--- src/common/ccp_cfg.svh ---
// Purpose: Offsets, field positions and reset values of the PWM unit
// Assumes: Included by bare name
// Notes: Definitions only
`ifndef CCP_CFG_SVH
`define CCP_CFG_SVH
// ==========================================
// Register byte offsets
`define CCP_A_CTL 8'h00
`define CCP_A_CAP 8'h04
`define CCP_A_DLO 8'h08
`define CCP_A_DHI 8'h0C
`define CCP_A_TSEL 8'h10
`define CCP_A_TCNT 8'h14
`define CCP_A_TPER 8'h18
`define CCP_A_TCON 8'h1C
`define CCP_A_TCLK 8'h20
`define CCP_A_IE 8'h24
`define CCP_A_IF 8'h28
`define CCP_A_PMD 8'h2C
`define CCP_A_PDIR 8'h30
// ==========================================
// Field positions and codes
`define CCP_CTL_EN 7
`define CCP_CTL_OUT 5
`define CCP_CTL_FMT 4
`define CCP_CTL_WMASK 8'h9F
`define CCP_MODE_PWM 2'h3
`define CCP_TCON_ON 7
`define CCP_TSEL_OWN 2'h1
`define CCP_CS_FOSC4 4'h1
`define CCP_IF_TMR 0
`define CCP_IF_PER 1
`define CCP_RESP_OK 2'h0
`define CCP_RESP_ERR 2'h2
// ==========================================
// Reset values
`define CCP_RST_ZERO 8'h00
`define CCP_TSEL_RST 8'h55
`define CCP_TPER_RST 8'hFF
`define CCP_PDIR_RST 8'h01
`endif

--- src/common/ccp_pkg.sv ---
// Purpose: Shared types of the PWM unit
// Assumes: Nothing
// Notes: Constants live in ccp_cfg.svh
`default_nettype none
package ccp_pkg;
  typedef logic [9:0] ccp_duty_t;
  typedef enum logic [0:0] {CCP_RD_IDLE, CCP_RD_RESP} ccp_rd_state_t;
endpackage : ccp_pkg
`default_nettype wire

--- src/common/ccp_tmr_if.sv ---
// Purpose: Link between the PWM unit and its period timer
// Assumes: One clock domain
// Notes: Control flows in, count and events flow out
`timescale 1ns/1ns
`default_nettype none
interface ccp_tmr_if;
  logic on;
  logic sleep;
  logic cnt_wr;
  logic [7:0] cnt_wdata;
  logic [7:0] period;
  logic [2:0] ps;
  logic [3:0] outps;
  logic [7:0] count;
  logic [1:0] tb_lo;
  logic wrap;
  logic post_hit;
  logic tb_step;
  modport unit (output on, sleep, cnt_wr, cnt_wdata, period, ps, outps,
                input count, tb_lo, wrap, post_hit, tb_step);
  modport tmr (input on, sleep, cnt_wr, cnt_wdata, period, ps, outps,
               output count, tb_lo, wrap, post_hit, tb_step);
endinterface : ccp_tmr_if
`default_nettype wire

--- src/hdl/ccp_pwm.sv ---
// Purpose: Standard PWM mode of a capture/compare/PWM unit, AXI4-Lite registers
// Assumes: aclk is the oscillator clock; sleep comes from logic on aclk
// Notes: Timer lives in ccp_tmr
// What this block does
// - Period is (period register + 1) x 4 oscillator cycles x prescale.
// - After count matches period: clear count, set pin unless duty 0, latch duty.
// - Postscaler never changes the PWM period or frequency.
// - 10-bit duty comes from the byte pair, placed by the alignment bit.
// - Duty bytes writable anytime; used only after next period match.
// - Time base is count plus two prescaler or clock phase bits.
// - Pin goes low when the time base equals the buffered duty.
// - Duty beyond the period leaves the pin unchanged that period.
// - Resolution is log2(4 x (period + 1)) bits, ten at 255.
// - Duty ratio is duty / (4 x (period + 1)).
// - Sleep freezes timer and state and holds the pin level.
// - Reset returns registers to reset values and the pin to input.
// - Each unit picks its timer through a 2-bit select field.
// - Alignment 0 right-justifies the duty, alignment 1 left-justifies it.
// - Writing zero to unit control forces the output latch low.
`timescale 1ns/1ns
`default_nettype none
`include "ccp_cfg.svh"
module ccp_pwm #(
  parameter int ADDR_W = 8
) (
  input wire logic aclk,
  input wire logic aresetn,
  input wire logic awvalid,
  output logic awready,
  input wire logic [ADDR_W-1:0] awaddr,
  input wire logic wvalid,
  output logic wready,
  input wire logic [31:0] wdata,
  input wire logic [3:0] wstrb,
  output logic bvalid,
  input wire logic bready,
  output logic [1:0] bresp,
  input wire logic arvalid,
  output logic arready,
  input wire logic [ADDR_W-1:0] araddr,
  output logic rvalid,
  input wire logic rready,
  output logic [31:0] rdata,
  output logic [1:0] rresp,
  input wire logic sleep,
  output logic pwm_output_pin,
  output logic pwm_pin_oe,
  output logic irq
);
  ccp_tmr_if tmr ();

  logic aw_held_reg;
  logic [7:0] aw_addr_reg;
  logic w_held_reg;
  logic [7:0] w_data_reg;
  logic w_lane0_reg;
  logic bvalid_reg;
  logic [1:0] bresp_reg;
  ccp_pkg::ccp_rd_state_t rd_state_reg;
  logic [31:0] rdata_reg;
  logic [1:0] rresp_reg;
  logic [7:0] rd_next;

  logic [7:0] ctl_reg;
  logic [7:0] cap_reg;
  logic [7:0] dlo_reg;
  logic [7:0] dhi_reg;
  logic [7:0] tsel_reg;
  logic [7:0] tper_reg;
  logic [7:0] tcon_reg;
  logic [7:0] tclk_reg;
  logic [7:0] ie_reg;
  logic [7:0] if_reg;
  logic [7:0] pmd_reg;
  logic [7:0] pdir_reg;
  logic out_reg;
  ccp_pkg::ccp_duty_t duty_buf_reg;

  logic wr_fire;
  logic wr_en;
  logic rd_fire;
  logic ctl_zero_wr;
  logic pwm_run;
  logic [7:0] if_set;
  logic [7:0] if_clr;
  ccp_pkg::ccp_duty_t duty_val;
  ccp_pkg::ccp_duty_t time_base;
  logic [10:0] tb_ahead;
  logic duty_hit;

  function automatic logic addr_ok(input logic [7:0] a);
    addr_ok = (a <= `CCP_A_PDIR) && (a[1:0] == 2'h0);
  endfunction : addr_ok

  function automatic logic hit(input logic [7:0] a, input logic [7:0] b);
    hit = wr_en && (a == b);
  endfunction : hit

  // ==========================================
  // AXI4-Lite write channel
  assign awready = !aw_held_reg && !bvalid_reg;
  assign wready = !w_held_reg && !bvalid_reg;
  assign wr_fire = aw_held_reg && w_held_reg && !bvalid_reg;
  assign wr_en = wr_fire && w_lane0_reg && addr_ok(aw_addr_reg);
  assign bvalid = bvalid_reg;
  assign bresp = bresp_reg;

  always_ff @(posedge aclk) begin
    if (!aresetn) begin
      aw_held_reg <= 1'b0;
      aw_addr_reg <= 8'h00;
    end else if (awvalid && awready) begin
      aw_held_reg <= 1'b1;
      aw_addr_reg <= 8'(awaddr);
    end else if (wr_fire) begin
      aw_held_reg <= 1'b0;
    end
  end

  always_ff @(posedge aclk) begin
    if (!aresetn) begin
      w_held_reg <= 1'b0;
      w_data_reg <= 8'h00;
      w_lane0_reg <= 1'b0;
    end else if (wvalid && wready) begin
      w_held_reg <= 1'b1;
      w_data_reg <= wdata[7:0];
      w_lane0_reg <= wstrb[0];
    end else if (wr_fire) begin
      w_held_reg <= 1'b0;
    end
  end

  always_ff @(posedge aclk) begin
    if (!aresetn) begin
      bvalid_reg <= 1'b0;
      bresp_reg <= `CCP_RESP_OK;
    end else if (wr_fire) begin
      bvalid_reg <= 1'b1;
      bresp_reg <= addr_ok(aw_addr_reg) ? `CCP_RESP_OK : `CCP_RESP_ERR;
    end else if (bready) begin
      bvalid_reg <= 1'b0;
    end
  end

  // ==========================================
  // AXI4-Lite read channel
  assign arready = (rd_state_reg == ccp_pkg::CCP_RD_IDLE);
  assign rd_fire = arvalid && arready;
  assign rvalid = (rd_state_reg == ccp_pkg::CCP_RD_RESP);
  assign rdata = rdata_reg;
  assign rresp = rresp_reg;

  always_comb begin
    rd_next = 8'h00;
    if (araddr == `CCP_A_CTL) begin
      rd_next = {ctl_reg[7], 1'b0, out_reg, ctl_reg[4:0]};
    end else if (araddr == `CCP_A_CAP) begin
      rd_next = cap_reg;
    end else if (araddr == `CCP_A_DLO) begin
      rd_next = dlo_reg;
    end else if (araddr == `CCP_A_DHI) begin
      rd_next = dhi_reg;
    end else if (araddr == `CCP_A_TSEL) begin
      rd_next = tsel_reg;
    end else if (araddr == `CCP_A_TCNT) begin
      rd_next = tmr.count;
    end else if (araddr == `CCP_A_TPER) begin
      rd_next = tper_reg;
    end else if (araddr == `CCP_A_TCON) begin
      rd_next = tcon_reg;
    end else if (araddr == `CCP_A_TCLK) begin
      rd_next = tclk_reg;
    end else if (araddr == `CCP_A_IE) begin
      rd_next = ie_reg;
    end else if (araddr == `CCP_A_IF) begin
      rd_next = if_reg;
    end else if (araddr == `CCP_A_PMD) begin
      rd_next = pmd_reg;
    end else if (araddr == `CCP_A_PDIR) begin
      rd_next = pdir_reg;
    end
  end

  always_ff @(posedge aclk) begin
    if (!aresetn) begin
      rd_state_reg <= ccp_pkg::CCP_RD_IDLE;
      rdata_reg <= 32'h0000_0000;
      rresp_reg <= `CCP_RESP_OK;
    end else begin
      case (rd_state_reg)
        ccp_pkg::CCP_RD_IDLE: begin
          if (arvalid) begin
            rd_state_reg <= ccp_pkg::CCP_RD_RESP;
            rdata_reg <= {24'h00_0000, rd_next};
            rresp_reg <= addr_ok(8'(araddr)) ? `CCP_RESP_OK : `CCP_RESP_ERR;
          end
        end
        default: begin
          if (rready) begin
            rd_state_reg <= ccp_pkg::CCP_RD_IDLE;
          end
        end
      endcase
    end
  end

  // ==========================================
  // Configuration registers
  assign ctl_zero_wr = hit(aw_addr_reg, `CCP_A_CTL) && (w_data_reg == 8'h00);

  always_ff @(posedge aclk) begin
    if (!aresetn) begin
      ctl_reg <= `CCP_RST_ZERO;
      cap_reg <= `CCP_RST_ZERO;
      tsel_reg <= `CCP_TSEL_RST;
      tper_reg <= `CCP_TPER_RST;
      tcon_reg <= `CCP_RST_ZERO;
      tclk_reg <= `CCP_RST_ZERO;
      ie_reg <= `CCP_RST_ZERO;
      pmd_reg <= `CCP_RST_ZERO;
      pdir_reg <= `CCP_PDIR_RST;
    end else if (hit(aw_addr_reg, `CCP_A_CTL)) begin
      ctl_reg <= w_data_reg & `CCP_CTL_WMASK;
    end else if (hit(aw_addr_reg, `CCP_A_CAP)) begin
      cap_reg <= w_data_reg;
    end else if (hit(aw_addr_reg, `CCP_A_TSEL)) begin
      tsel_reg <= w_data_reg;
    end else if (hit(aw_addr_reg, `CCP_A_TPER)) begin
      tper_reg <= w_data_reg;
    end else if (hit(aw_addr_reg, `CCP_A_TCON)) begin
      tcon_reg <= w_data_reg;
    end else if (hit(aw_addr_reg, `CCP_A_TCLK)) begin
      tclk_reg <= w_data_reg;
    end else if (hit(aw_addr_reg, `CCP_A_IE)) begin
      ie_reg <= w_data_reg;
    end else if (hit(aw_addr_reg, `CCP_A_PMD)) begin
      pmd_reg <= w_data_reg;
    end else if (hit(aw_addr_reg, `CCP_A_PDIR)) begin
      pdir_reg <= w_data_reg;
    end
  end

  // Duty bytes take writes at any time
  always_ff @(posedge aclk) begin
    if (!aresetn) begin
      dlo_reg <= `CCP_RST_ZERO;
      dhi_reg <= `CCP_RST_ZERO;
    end else if (hit(aw_addr_reg, `CCP_A_DLO)) begin
      dlo_reg <= w_data_reg;
    end else if (hit(aw_addr_reg, `CCP_A_DHI)) begin
      dhi_reg <= w_data_reg;
    end
  end

  // ==========================================
  // Period timer
  assign tmr.on = tcon_reg[`CCP_TCON_ON] && (tclk_reg[3:0] == `CCP_CS_FOSC4);
  assign tmr.sleep = sleep;
  assign tmr.cnt_wr = hit(aw_addr_reg, `CCP_A_TCNT);
  assign tmr.cnt_wdata = w_data_reg;
  assign tmr.period = tper_reg;
  assign tmr.ps = tcon_reg[6:4];
  assign tmr.outps = tcon_reg[3:0];

  ccp_tmr u_tmr (
    .aclk(aclk),
    .aresetn(aresetn),
    .t(tmr)
  );

  // ==========================================
  // PWM core
  assign duty_val = ctl_reg[`CCP_CTL_FMT] ? {dhi_reg, dlo_reg[7:6]} : {dhi_reg[1:0], dlo_reg};
  assign time_base = {tmr.count, tmr.tb_lo};
  // Clear on the edge at which the time base reaches the duty value
  assign tb_ahead = {1'b0, time_base} + 11'h001;
  assign duty_hit = tmr.tb_step && (tb_ahead == {1'b0, duty_buf_reg});
  assign pwm_run = ctl_reg[`CCP_CTL_EN] && (ctl_reg[3:2] == `CCP_MODE_PWM)
                   && (tsel_reg[1:0] == `CCP_TSEL_OWN) && !pmd_reg[0];

  always_ff @(posedge aclk) begin
    if (!aresetn) begin
      duty_buf_reg <= 10'h000;
    end else if (tmr.wrap) begin
      duty_buf_reg <= duty_val;
    end
  end

  always_ff @(posedge aclk) begin
    if (!aresetn || ctl_zero_wr) begin
      out_reg <= 1'b0;
    end else if (sleep) begin
      out_reg <= out_reg;
    end else if (!pwm_run) begin
      out_reg <= 1'b0;
    end else if (tmr.wrap) begin
      out_reg <= (duty_val != 10'h000);
    end else if (duty_hit) begin
      out_reg <= 1'b0;
    end
  end

  assign pwm_output_pin = out_reg;
  assign pwm_pin_oe = !pdir_reg[0];

  // ==========================================
  // Interrupt status
  assign if_set = {6'h00, tmr.wrap && pwm_run, tmr.post_hit};
  assign if_clr = (rd_fire && (araddr == `CCP_A_IF)) ? 8'hFF : 8'h00;
  assign irq = |(if_reg & ie_reg);

  always_ff @(posedge aclk) begin
    if (!aresetn) begin
      if_reg <= `CCP_RST_ZERO;
    end else begin
      if_reg <= (if_reg & ~if_clr) | if_set;
    end
  end

  // ==========================================
  // Checks
  property p_set_on_wrap;
    @(posedge aclk) disable iff (!aresetn)
      (tmr.wrap && pwm_run && !sleep && !ctl_zero_wr && duty_val != 10'h000) |=> out_reg;
  endproperty
  a_set_on_wrap: assert property (p_set_on_wrap) else $error("pin not set at period start");

  property p_zero_duty;
    @(posedge aclk) disable iff (!aresetn) (tmr.wrap && duty_val == 10'h000) |=> !out_reg;
  endproperty
  a_zero_duty: assert property (p_zero_duty) else $error("pin set with zero duty");

  property p_clear_on_match;
    @(posedge aclk) disable iff (!aresetn)
      (!tmr.wrap && duty_hit) |=> !out_reg;
  endproperty
  a_clear_on_match: assert property (p_clear_on_match) else $error("pin not cleared at duty match");

  property p_duty_hold;
    @(posedge aclk) disable iff (!aresetn) !tmr.wrap |=> $stable(duty_buf_reg);
  endproperty
  a_duty_hold: assert property (p_duty_hold) else $error("duty buffer changed off match");

  property p_ctl_zero;
    @(posedge aclk) disable iff (!aresetn) ctl_zero_wr |=> !out_reg ##1 !pwm_run;
  endproperty
  a_ctl_zero: assert property (p_ctl_zero) else $error("output latch not forced low");

  property p_full_duty;
    @(posedge aclk) disable iff (!aresetn)
      (out_reg && pwm_run && !tmr.wrap && !ctl_zero_wr && duty_buf_reg > {tper_reg, 2'h3})
      |=> out_reg;
  endproperty
  a_full_duty: assert property (p_full_duty) else $error("pin dropped with duty beyond period");

  property p_sleep_pin;
    @(posedge aclk) disable iff (!aresetn) (sleep && !ctl_zero_wr) |=> $stable(out_reg);
  endproperty
  a_sleep_pin: assert property (p_sleep_pin) else $error("pin changed in sleep");

  property p_reset_pin;
    @(posedge aclk) $rose(aresetn) |-> !pwm_pin_oe && !out_reg && !irq;
  endproperty
  a_reset_pin: assert property (p_reset_pin) else $error("pin not input after reset");
endmodule : ccp_pwm
`default_nettype wire

--- src/hdl/ccp_tmr.sv ---
// Purpose: 8-bit period timer with prescaler and postscaler
// Assumes: aclk is the oscillator; one increment per 4 x prescale cycles
// Notes: tb_lo extends the count to the 10-bit time base
`timescale 1ns/1ns
`default_nettype none
module ccp_tmr (
  input wire logic aclk,
  input wire logic aresetn,
  ccp_tmr_if.tmr t
);
  logic [8:0] sub_reg;
  logic [7:0] count_reg;
  logic [3:0] post_reg;
  logic run;
  logic inc;

  function automatic logic [8:0] sub_term(input logic [2:0] ps);
    sub_term = 9'((10'h004 << ps) - 10'h001);
  endfunction : sub_term

  // ==========================================
  // Prescale and count
  assign run = t.on && !t.sleep;
  assign inc = run && (sub_reg == sub_term(t.ps));
  assign t.wrap = inc && (count_reg == t.period);
  assign t.count = count_reg;
  assign t.tb_lo = 2'(sub_reg >> t.ps);
  // Time base moves on at the next edge
  assign t.tb_step = run && (((sub_reg + 9'h001) >> t.ps) != (sub_reg >> t.ps));
  assign t.post_hit = t.wrap && (post_reg == t.outps);

  always_ff @(posedge aclk) begin
    if (!aresetn || t.cnt_wr) begin
      sub_reg <= 9'h000;
    end else if (run) begin
      sub_reg <= inc ? 9'h000 : sub_reg + 9'h001;
    end
  end

  always_ff @(posedge aclk) begin
    if (!aresetn) begin
      count_reg <= 8'h00;
    end else if (t.cnt_wr) begin
      count_reg <= t.cnt_wdata;
    end else if (inc) begin
      count_reg <= t.wrap ? 8'h00 : count_reg + 8'h01;
    end
  end

  // Postscaler only paces the flag, never the count
  always_ff @(posedge aclk) begin
    if (!aresetn || !t.on) begin
      post_reg <= 4'h0;
    end else if (t.wrap) begin
      post_reg <= (post_reg == t.outps) ? 4'h0 : post_reg + 4'h1;
    end
  end

  // ==========================================
  // Checks
  property p_wrap_clear;
    @(posedge aclk) disable iff (!aresetn) (t.wrap && !t.cnt_wr) |=> count_reg == 8'h00;
  endproperty
  a_wrap_clear: assert property (p_wrap_clear) else $error("count not cleared after match");

  property p_sleep_count;
    @(posedge aclk) disable iff (!aresetn) (t.sleep && !t.cnt_wr) |=> $stable(count_reg) && $stable(sub_reg);
  endproperty
  a_sleep_count: assert property (p_sleep_count) else $error("timer moved in sleep");

  property p_phase_step;
    @(posedge aclk) disable iff (!aresetn)
      (run && t.ps == 3'h0 && t.tb_lo != 2'h3 && !t.cnt_wr) ##1 (t.ps == 3'h0)
      |-> t.tb_lo == $past(t.tb_lo) + 2'h1;
  endproperty
  a_phase_step: assert property (p_phase_step) else $error("phase bits do not step at 1:1");
endmodule : ccp_tmr
`default_nettype wire

--- config.mk ---
export PLATFORM = sky130hd
export DESIGN_NAME = ccp_pwm
export DESIGN_NICKNAME = d
export VERILOG_FILES = /design/src/common/ccp_pkg.sv /design/src/common/ccp_tmr_if.sv /design/src/hdl/ccp_pwm.sv /design/src/hdl/ccp_tmr.sv
export VERILOG_INCLUDE_DIRS = /design/src /design/src/common
export SDC_FILE = /design/constraint.sdc
export NUM_CORES = 1
export LEC_CHECK = 0
export ABC_AREA = 1
export BUFFER_PORTS_ARGS = -buffer_cell sky130_fd_sc_hd__clkbuf_2
export CAP_MARGIN = 15
export CORE_UTILIZATION = 60
export CTS_BUF_LIST = sky130_fd_sc_hd__clkbuf_16
export CTS_CLUSTER_SIZE = 30
export DETAILED_ROUTE_END_ITERATION = 7
export PLACE_DENSITY = 0.88
export SLEW_MARGIN = 20
export SYNTH_ARGS = -nofsm -noshare
export SYNTH_HDL_FRONTEND = slang
export SYNTH_SLANG_ARGS = --single-unit
--- constraint.sdc ---
create_clock -name aclk -period 5.9 [get_ports aclk]
set_input_delay 1.18 -clock aclk [delete_from_list [all_inputs] [get_ports aclk]]
set_output_delay 1.18 -clock aclk [all_outputs]
set_load 0.1 [all_outputs]
Word-level counts from Yosys, hierarchy flattened
Index checks and enable logic that the tools add are counted.

$add $sub $neg: 5. $lt $le $gt $ge: 2. Equal/unequal tests: 32. Shift-type cells: 3. Mux-type cells: 33. Bitwise gates (word level): 15. Reductions and logical operators: 69.

Operator list (number): $mux 8 (17); $eq 8x6->1 const B (9); $eq 8x5->1 const B (8); $logic_and 1x1->1 (36); $eq 8x4->1 const B (4); $logic_not 8->1 (3); $shr 9x3->9 (2); $and 8x8->8 (2); $eq 8x3->1 const B (2); $le 8x6->1 const B (2); $add 10x1->11 const B (1); $eq 11x10->1 (1); $mux 1 (11); $not 1->1 (11); $mux 10 (1); $reduce_bool 10->1 (1); $add 9x1->9 const B (1); $eq 9x9->1 (1); $mux 9 (1); $ne 9x9->1 (1); $reduce_and 9->1 (1); $shl 3x3->9 const A (1); $sub 9x1->9 const B (1); $add 8x1->8 const B (1); other kinds (23) (40).

Register bits after elaboration: 159. Bits of input ports: 60. Output and inout port bits: 44. Word-level logic and storage cells: 186.

Logic depth before layout (Yosys ltp)
Gate-level depths: netlist of the first run.

Depth in word-level cells: 14. Depth in mapped cells: 25. Gate-level depth less buffers: 24.

Hierarchy
A second synthesis of the first run with hierarchy kept.

Cell total of the unflattened synthesis: 1292. Area, all modules: 8737.1 um2.

Modules (own cells, without submodules): ccp_pwm (times used 1, cells each 907, area each 6575.1 um2, seq. area each 2722.6 um2); ccp_tmr (times used 1, cells each 385, area each 2162.1 um2, seq. area each 420.4 um2).

Least setup slack after synthesis of the first run
Ideal clock, no wire load.

Kind: register to output. Start point: register bvalid_reg, in the netlist bvalid. End point: output awready. Data arrival time: 2.110 ns. Required time: 4.720 ns. Path slack: 2.610 ns. Stages on the path, launching flop included: 2. Buffers on the path: 0. Cell sequence: dfxtp_1 > nor2_1.

Longest elaborated chain between the ends: 2.

Ends and longest elaborated chain: start, declared (RTL line ccp_pwm.sv:57) `logic bvalid_reg;`; start signal, assigned (RTL line ccp_pwm.sv:136) `bvalid_reg <= 1'b0;`; start signal, assigned (RTL line ccp_pwm.sv:139) `bvalid_reg <= 1'b1;`; start signal, assigned (RTL line ccp_pwm.sv:142) `bvalid_reg <= 1'b0;`; $logic_not 1->1 (RTL line ccp_pwm.sv:101) `assign awready = !aw_held_reg && !bvalid_reg;`; $logic_and 1x1->1 (RTL line ccp_pwm.sv:101); end, declared (RTL line ccp_pwm.sv:29) `output logic awready,`.

Every way passes these cells.

Worst setup path after layout of the first run
Start point: input sleep. End point: register u_tmr.post_reg[3].

Longest elaborated chain between the ends: 4.

Ends and longest elaborated chain: start, declared (RTL line ccp_pwm.sv:45) `input wire logic sleep,`; $logic_not 1->1 (RTL line ccp_tmr.sv:23) `assign run = t.on && !t.sleep;`; $logic_and 1x1->1 (RTL line ccp_tmr.sv:23); $logic_and 1x1->1 (RTL line ccp_tmr.sv:24) `assign inc = run && (sub_reg == sub_term(t.ps));`; $logic_and 1x1->1 (RTL line ccp_tmr.sv:25) `assign t.wrap = inc && (count_reg == t.period);`; end signal, assigned (RTL line ccp_tmr.sv:55) `post_reg <= (post_reg == t.outps) ? 4'h0 : post_reg + 4'h1;`; end, declared (RTL line ccp_tmr.sv:13) `logic [3:0] post_reg;`.

Every way passes these cells. A chain may end at the register's enable or synchronous reset.

==> results of run 1 <==
==> critical path, cell delays in order <==
cell      delay, ns
clkbuf_2       0.08
inv_1          0.13
nand4_1        0.63
nor4_1         0.48
nand3_1        0.60
nor2_1         0.32
o21ai_0        0.11
a21oi_1        0.14
==> where the power goes <==
group          internal, mW  total [mW]  switching, mW
Combinational        0.0372       0.262          0.225
Clock                 0.603        1.02          0.416
Sequential             1.08        1.09         0.0164
==> final timing paths <==
path                                     endpoint  slack [ns]  cells after the start   startpoint
worst max-delay path            u_tmr.post_reg[3]        2.58                      8        sleep
worst min-delay path                    if_reg[7]        0.45                      2    if_reg[7]
worst max register to register     pwm_output_pin        2.85                     22  tcon_reg[4]
worst min register to register          if_reg[7]        0.45                      2    if_reg[7]
==> cell families after synthesis <==
logic type               count (synthesis)  synth area share, %
flip-flops                             157                 36.1
buffers and inverters                  213                 11.3
AO/OA/AOI/OAI                          256                 18.0
adder cells (fa/ha/maj)                  4                0.575
XOR/XNOR                                24                 2.41
other                                    1               0.0431
AND/OR/NAND/NOR                        614                 31.6
==> cell usage in the layout, fill, tap and decap left out, types with 3 or more instances in the layout <==
cell	n
a211oi_1	33
a211oi_2	12
a21oi_1	90
a31oi_1	3
buf_4	4
clkbuf_16	17
clkbuf_2	50
clkinv_1	10
conb_1	26
dfxtp_1	157
ha_1	4
inv_1	116
inv_2	12
nand2_1	270
nand2_2	6
nand3_1	92
nand3b_1	3
nand4_1	24
nor2_1	175
nor2_2	5
nor2_4	6
nor3_1	15
nor3_4	5
nor4_1	5
o211ai_1	17
o21ai_0	80
o221ai_1	3
o22ai_1	6
xnor2_1	3
xor2_1	21
==> layout make-up <==
type                            instances  share of cell area [%]
Clock buffer                           17                    4.55
Clock inverter                         11                    1.14
Inverter                              133                    5.35
Multi-Input combinational cell        924                    50.0
Sequential cell                       157                    33.6
Tap cell                              180                    2.41
Timing Repair Buffer                   54                    2.99
==> metrics by stage <==
step           instance area (µm²)  cells  worst slack, ns
2_1_floorplan                 8800   1294             2.61
3_3_place_gp                  8830   1448             2.22
3_5_place_dp                  8830   1448             2.12
4_1_cts                       9360   1476             2.57
5_1_grt                       9360   1476             2.37
6_report                      9360   1476             2.58
==> layer usage <==
metal | routed length (µm) | share of wire, % | vias to the layer above | GRT usage [%]
met1 | 9810 | 42 | 3905 | 42.6
met5 | 0 | 0 | - | 0
met4 | 770 | 3.3 | 0 | 15.1
li1 | - | - | 4194 | -
met2 | 10600 | 45 | 484 | 50.3
met3 | 2200 | 9.4 | 71 | 5.72
==> results.md, run 1 <==
- The total number of yosys warnings is 0.
- The total track usage is 32.0%.
- The cell type with the highest aggregate area in the netlist is dfxtp_1.
- At the end of routability-driven placement, the weighted congestion stood at 0.934.
- The maximum VDD drop is 0.189 mV.
- During placement, the flow inserted port buffers numbering 50.
- Detailed placement ended at an HPWL of 16700 µm.
- The count of flip-flops with a built-in enable after synthesis is 0.
- Setup repair after global routing left no endpoint under its margin.
- The share of the cycle needed by the critical path after routing is 56.2%.
- The final route contains 8654 vias.
- The run finished with clean final reports.
- In this run, post-CTS repair resized a total of 0 instances.
- Global routing finished with a remaining overflow of 0.
- The number of levels the H-tree was split into is 4.
- The floorplan has 43 rows.
- The flip-flop count of the largest register, all copies and words added is 10.
- The leakage power total is 3.98 nW.
- The width of the chip is 122 µm.
- The tightest min-delay check is of the reg2reg type.
- In this run, synthesis produced a sequential element count of 157.
- The upper clock frequency limit is 301 MHz.
- The count of nets left with antenna violations once routing finished came out at 0.
- Dividing the synthesized area by the synthesized cell count gives 6.86 µm².
- Synthesis produced 1269 cells.
- The floorplan step defined a core boundary enclosing 14000 µm².
- TritonCTS built the clock tree.
- Cells with a size suffix above 1 make up 10.1% of the layout.
- The share of the synthesized area in the top cell type is 36.1%.
- The arrival time reported for the critical path endpoint is 3.68 ns.
- The post-CTS repair timing setup buffer count is 0.
- The starting utilization of the core area is 62.0%.
- After synthesis the cells add up to 8710 µm².
- The power density over the cells is 254 nW/µm².
- The count of hold buffers inserted by post-cts repair is 0.
- The area occupied by multi-input gates is 4680 µm².
- The time the worst path needs with I/O delays and setup is 3.32 ns.
- Counting flops with an async set or reset pin after synthesis yields a share of 0%.
- Clock-pin slew was measured on the worst setup and hold paths at 0.06 ns.
- By area the synthesized netlist is led by dfxtp_1 36%, nand2_1 12%, nor2_1 7.5%, nand3_1 5.3%, a21oi_1 5.2%.
- The flip-flop and latch area is 3140 µm².
- The initial antenna violation count is 0.
- CTS saw 157 sinks.
- The worst endpoint required time is 6.26 ns.
- The wire length after detailed routing is 23400 µm.
- Along the worst path, the maximum fanout reaches 21.
- The net count of the finished layout is 1351.
- Clock skew on the completed layout was measured at 0.0113 ns.
- The most common cell in the netlist is nand2_1.
- The via count of the first global-routing pass is 7602.
- The floorplan step set the die height to 122 µm.
- The maximum number of buffers from clock root to sink is 2.
- The tool flagged a number of max-cap violations equal to 0.
- The overall power of the completed layout is 2.38 mW.
- The proportion of synthesized chip area in sequential cells is 36.1%.
- Cells fill 66.6% of the core in the end.
- In the final routed layout, each cell accounts on average for 15.8 µm.
- The kind of critical path is in2reg.
- The maximum number of pins on one net before global-route repair is 81.
- Among all flip-flop cells after synthesis, the most frequent one is dfxtp_1.
- STA classifies the critical path endpoint as a register.
- The area growth from synthesis to layout is 7.49%.
- The number of placed I/O pins is 104.
- The first-pass detailed-route iteration total is 6.
- The worst pin sits at a relative slew slack of 46.6%.
- Setup violations remaining at the end of the flow were counted as 0.
- The type of element launching the critical path is an input port.
- Counting distinct cell types in the post-synthesis netlist gives 49.
- The post-detailed-route via-to-cell ratio is 5.86.
- The worst-margin pin slew is 0.799 ns.
- After the first detailed-routing iteration, the DRC count stood at 868.
- The area of the die is 15000 µm².
- The count of final max-slew check failures is 0.
- Counting the buffers created by CTS gives 17.
- The number of fill cells in the layout is 1224.
- Hold timing on the final database bottoms out at a slack of 0.447 ns.
- The commonest cells after synthesis are 270 x nand2_1, 175 x nor2_1, 157 x dfxtp_1.
- The number of hold violations in the final report is 0.
- In the routed design, unresolved DRC markers number 0.
- The first global-routing pass estimated 37300 µm of wire.
- In this run the clock root is driven by a clkbuf_16.
- The insertion delay to the later sink of the worst-skew pair is 0.44 ns.
- The aggregate negative setup slack is 0 ns.
- The antenna diode instance count is 0.
Note: power is estimated with default switching activity, not from simulation.
==> inputs of run 2 (changes only) <==
ABC_AREA = 0   (was 1)
CORE_UTILIZATION = 59   (was 60)
PLACE_DENSITY = 0.87   (was 0.88)
clock period = 3.5 ns   (was 5.9 ns; I/O delays follow)
==> results.md, run 2 <==
- Setup repair after global routing left no endpoint under its margin.
- For the worst setup path, the data arrival time is 3.40 ns.
- After layout, the worst path uses 88.5% of the clock period.
- The maximum number of buffers from clock root to sink is 2.
- The kind of critical path is reg2reg.
- After Yosys synthesis, full adders, half adders and majority gates account for 0.568% of the synthesized area.
- The cell count after synthesis is 1116.
- The worst pin sits at a relative slew slack of 35.0%.
- The maximum VDD drop is 0.386 mV.
- In the post-synthesis netlist, the biggest area contributors are dfxtp_1 36%, mux2i_1 8.2%, nand2_1 6.3%, nor2_1 5.2%, a21oi_1 4.4%.
- The number of hold violations in the final report came to 0.
- The portion of synthesized area spent on multiplexers is 10.2%.
- The total track usage is 34.1%.
- In this run, the number of DRC markers left after iteration 0 of detailed routing was 1188.
- The tool flagged a number of max-cap violations equal to 0.
- CTS built an H-tree with a depth of 4.
- For the worst setup path, the data required time is 3.80 ns.
- Buffers placed on the I/O ports in this run total 50.
- The via count of the first global-routing pass is 7819.
- The number of placement rows is 44.
- The commonest cells after synthesis are 157 x dfxtp_1, 148 x nand2_1, 123 x nor2_1.
- The flip-flop count of the largest register, all copies and words added is 10.
- The width of the chip is 124 µm.
- Setup violations remaining at the end of the flow were counted as 0.
- For the pin with the worst max-slew slack, the measured transition is 0.970 ns.
- The clock-pin transition on the worst setup and hold timing paths is 0.06 ns.
- The insertion delay to the later sink of the worst-skew pair is 0.44 ns.
- Summed over all nets, the half-perimeter wirelength after detailed placement is 17200 µm.
- The final core area utilization is 66.6%.
- The top cell types in the final layout, fill and taps aside, are 157 x dfxtp_1, 148 x nand2_1, 123 x nor2_1.
- The multi-input combinational cells in the finished layout cover a total of 5160 µm².
- For this run, the number of Yosys warnings is 0.
- The worst slack at placement is 0.453 ns.
- The tree built by TritonCTS fans out to 157 sinks.
- The maximum number of pins on one net before global-route repair is 63.
- The final layout contains routed wiring with a total length of 25400 µm.
- The proportion of synthesized chip area in sequential cells is 35.7%.
- The synthesized netlist devotes 18.5% of its cell area to compound gates.
- The library cell used most frequently in the layout, excluding fill and tap cells, is dfxtp_1.
- The leakage power total is 3.77 nW.
- The detailed-route DRC error count is 0.
- Using the TritonRoute via totals, the vias-per-cell ratio works out to 6.52.
- The detail route stage leaves a number of antenna-violating nets equal to 0.
- Detailed routing inserted a total of 8626 vias.
- The tree is rooted in a clkbuf_16.
- In the synthesized netlist the dominant register cell turns out to be dfxtp_1.
- For the finished layout, the period the worst path requires is 3.10 ns.
- The average instance in the mapped netlist occupies 7.89 µm².
- The number of clock buffers added by TritonCTS is 17.
- Summing all flip-flop and latch instances after layout gives 3140 µm².
- The initial antenna violation count is 0.
- In the post-route analysis, the smallest setup slack over all paths is 0.403 ns.
- STA classifies the critical path startpoint as a register.
- Compared with the post-synthesis result, the final layout area differs by 9.96%.
- Based on the critical path, the design can be clocked at up to 323 MHz.
- The count of hold buffers inserted by post-cts repair is 0.
- After Yosys synthesis, XOR and XNOR cells account for 2.68% of the synthesized area.
- With fillers left out, the area of the finished cells amounts to 9690 µm².
- The CTS tree is yes.
- The most common cell in the netlist is dfxtp_1.
- The vertical die dimension is 124 µm.
- The first global-routing pass estimated 40100 µm of wire.
- The antenna diode instance count is 0.
- The netlist uses 75 different library cells.
- The number of placed I/O pins is 104.
- The count of final max-slew check failures is 0.
- Dividing total power by cell area gives a power density of 433 nW/µm².
- The initial utilization of the core area, before any placement, comes to 60.6%.
- The total congestion overflow after global routing is 0.
- The post-layout net count is 1190.
- After detailed placement, the total cell area comes to 9080 µm².
- Before antenna repair, the detailed router went through 6 iterations.
- The share of flip-flops with an asynchronous set or reset is 0%.
- After synthesis the netlist holds a flip-flop and latch count of 157.
- The count of flip-flops with a built-in enable after synthesis is 0.
- The flow ran to the end, and the final reports show no timing, DRC or antenna violations.
- The cell type with the highest aggregate area in the netlist is dfxtp_1.
- The post-CTS repair timing setup buffer count is 0.
- The congestion estimate from routability-driven global placement came to 1.01.
- The class of the most critical hold timing path is in2reg.
- The die covers 15400 µm².
- In this run, post-CTS repair resized a total of 0 instances.
- The synthesized netlist devotes 25.4% of its cell area to simple gates.
- The share of the synthesized area in the top cell type is 35.7%.
- The worst setup path is captured at a register.
- After synthesis, the largest family of logic cells by area is simple AND/OR/NAND/NOR gates.
- Dividing the detail-routed wire length by the instance count gives 19.2 µm.
- The synthesized cell area is 8810 µm².
- For the final routed database, the setup TNS stands at 0 ns.
- Cells with a size suffix above 1 make up 12.1% of the layout.
- After filler insertion, the fill cell instance count of the layout stands at 1200.
- The floorplan step defined a core boundary enclosing 14500 µm².
- Along the worst path, the maximum fanout reaches 9.
- The clock arrives with 0.0146 ns of skew.
-- run 2: cell types whose count changed in the layout (fill, tap and decap cells not counted), sizes merged, moves of 15 or more --
cell	before	now
a22oi	0	15
nand2	276	148
o21ai	82	31
mux2i	0	72
nand3	94	58
inv	129	26
buf	4	30
and2	1	17
nor2	188	124
a211oi	45	18
-- run 2: path summary, 6_finish.rpt --
path | start | endpoint | cells after the start | slack (ns)
max | u_tmr.sub_reg[1] | pwm_output_pin | 10 | 0.40
max reg2reg | u_tmr.sub_reg[1] | pwm_output_pin | 10 | 0.40
min | rready | rvalid | 2 | 0.45
min reg2reg | tsel_reg[7] | tsel_reg[7] | 2 | 0.46
-- run 2: logic make-up after synthesis --
logic type	after synthesis
XOR/XNOR	27
multiplexers	85
buffers and inverters	132
other	1
adder cells (fa/ha/maj)	4
AO/OA/AOI/OAI	245
flip-flops	157
AND/OR/NAND/NOR	465
-- run 2: critical path, cell delays in order (launching register included) --
cell and delay, ns:
dfxtp_1 0.49, mux4_2 0.31, a2bb2oi_1 0.29, and2_1 0.25, ha_1 0.23, nand4_1 0.17
or4_1 0.55, a311oi_1 0.28, a41oi_1 0.15, mux2i_1 0.16, o22ai_1 0.10
-- run 2: layer usage --
metal / GRT usage [%] / wire [µm] / vias up
met4: 19.6 / 1240 / 0
met1: 43.2 / 10100 / 3986
met3: 8.01 / 2550 / 113
met2: 53.0 / 11500 / 560
met5: 0 / 0 / -
li1: - / - / 3967
-- run 2: cell type report --
class / count / share of cell area, %
Multi-Input combinational cell: 852 / 53.3
Inverter: 18 / 0.711
Sequential cell: 157 / 32.5
Tap cell: 184 / 2.38
Clock buffer: 17 / 4.39
Clock inverter: 15 / 1.90
Timing Repair Buffer: 80 / 4.91
-- run 2: where the power goes --
group	internal, mW	leakage, nW	switching, mW	total, mW
clock network	1.14	0.307	0.806	1.94
registers	1.81	1.27	0.0470	1.85
logic	0.0683	2.20	0.331	0.399
-- run 2: stage by stage --
stage / total power, mW / hold slack [ns] / std cells
2_1_floorplan: 2.21 / 0.432 / 1141
3_3_place_gp: 2.28 / 0.442 / 1291
6_report: 4.20 / 0.447 / 1323
5_1_grt: 4.30 / 0.468 / 1323
4_1_cts: 4.19 / 0.440 / 1323
3_5_place_dp: 2.28 / 0.451 / 1291
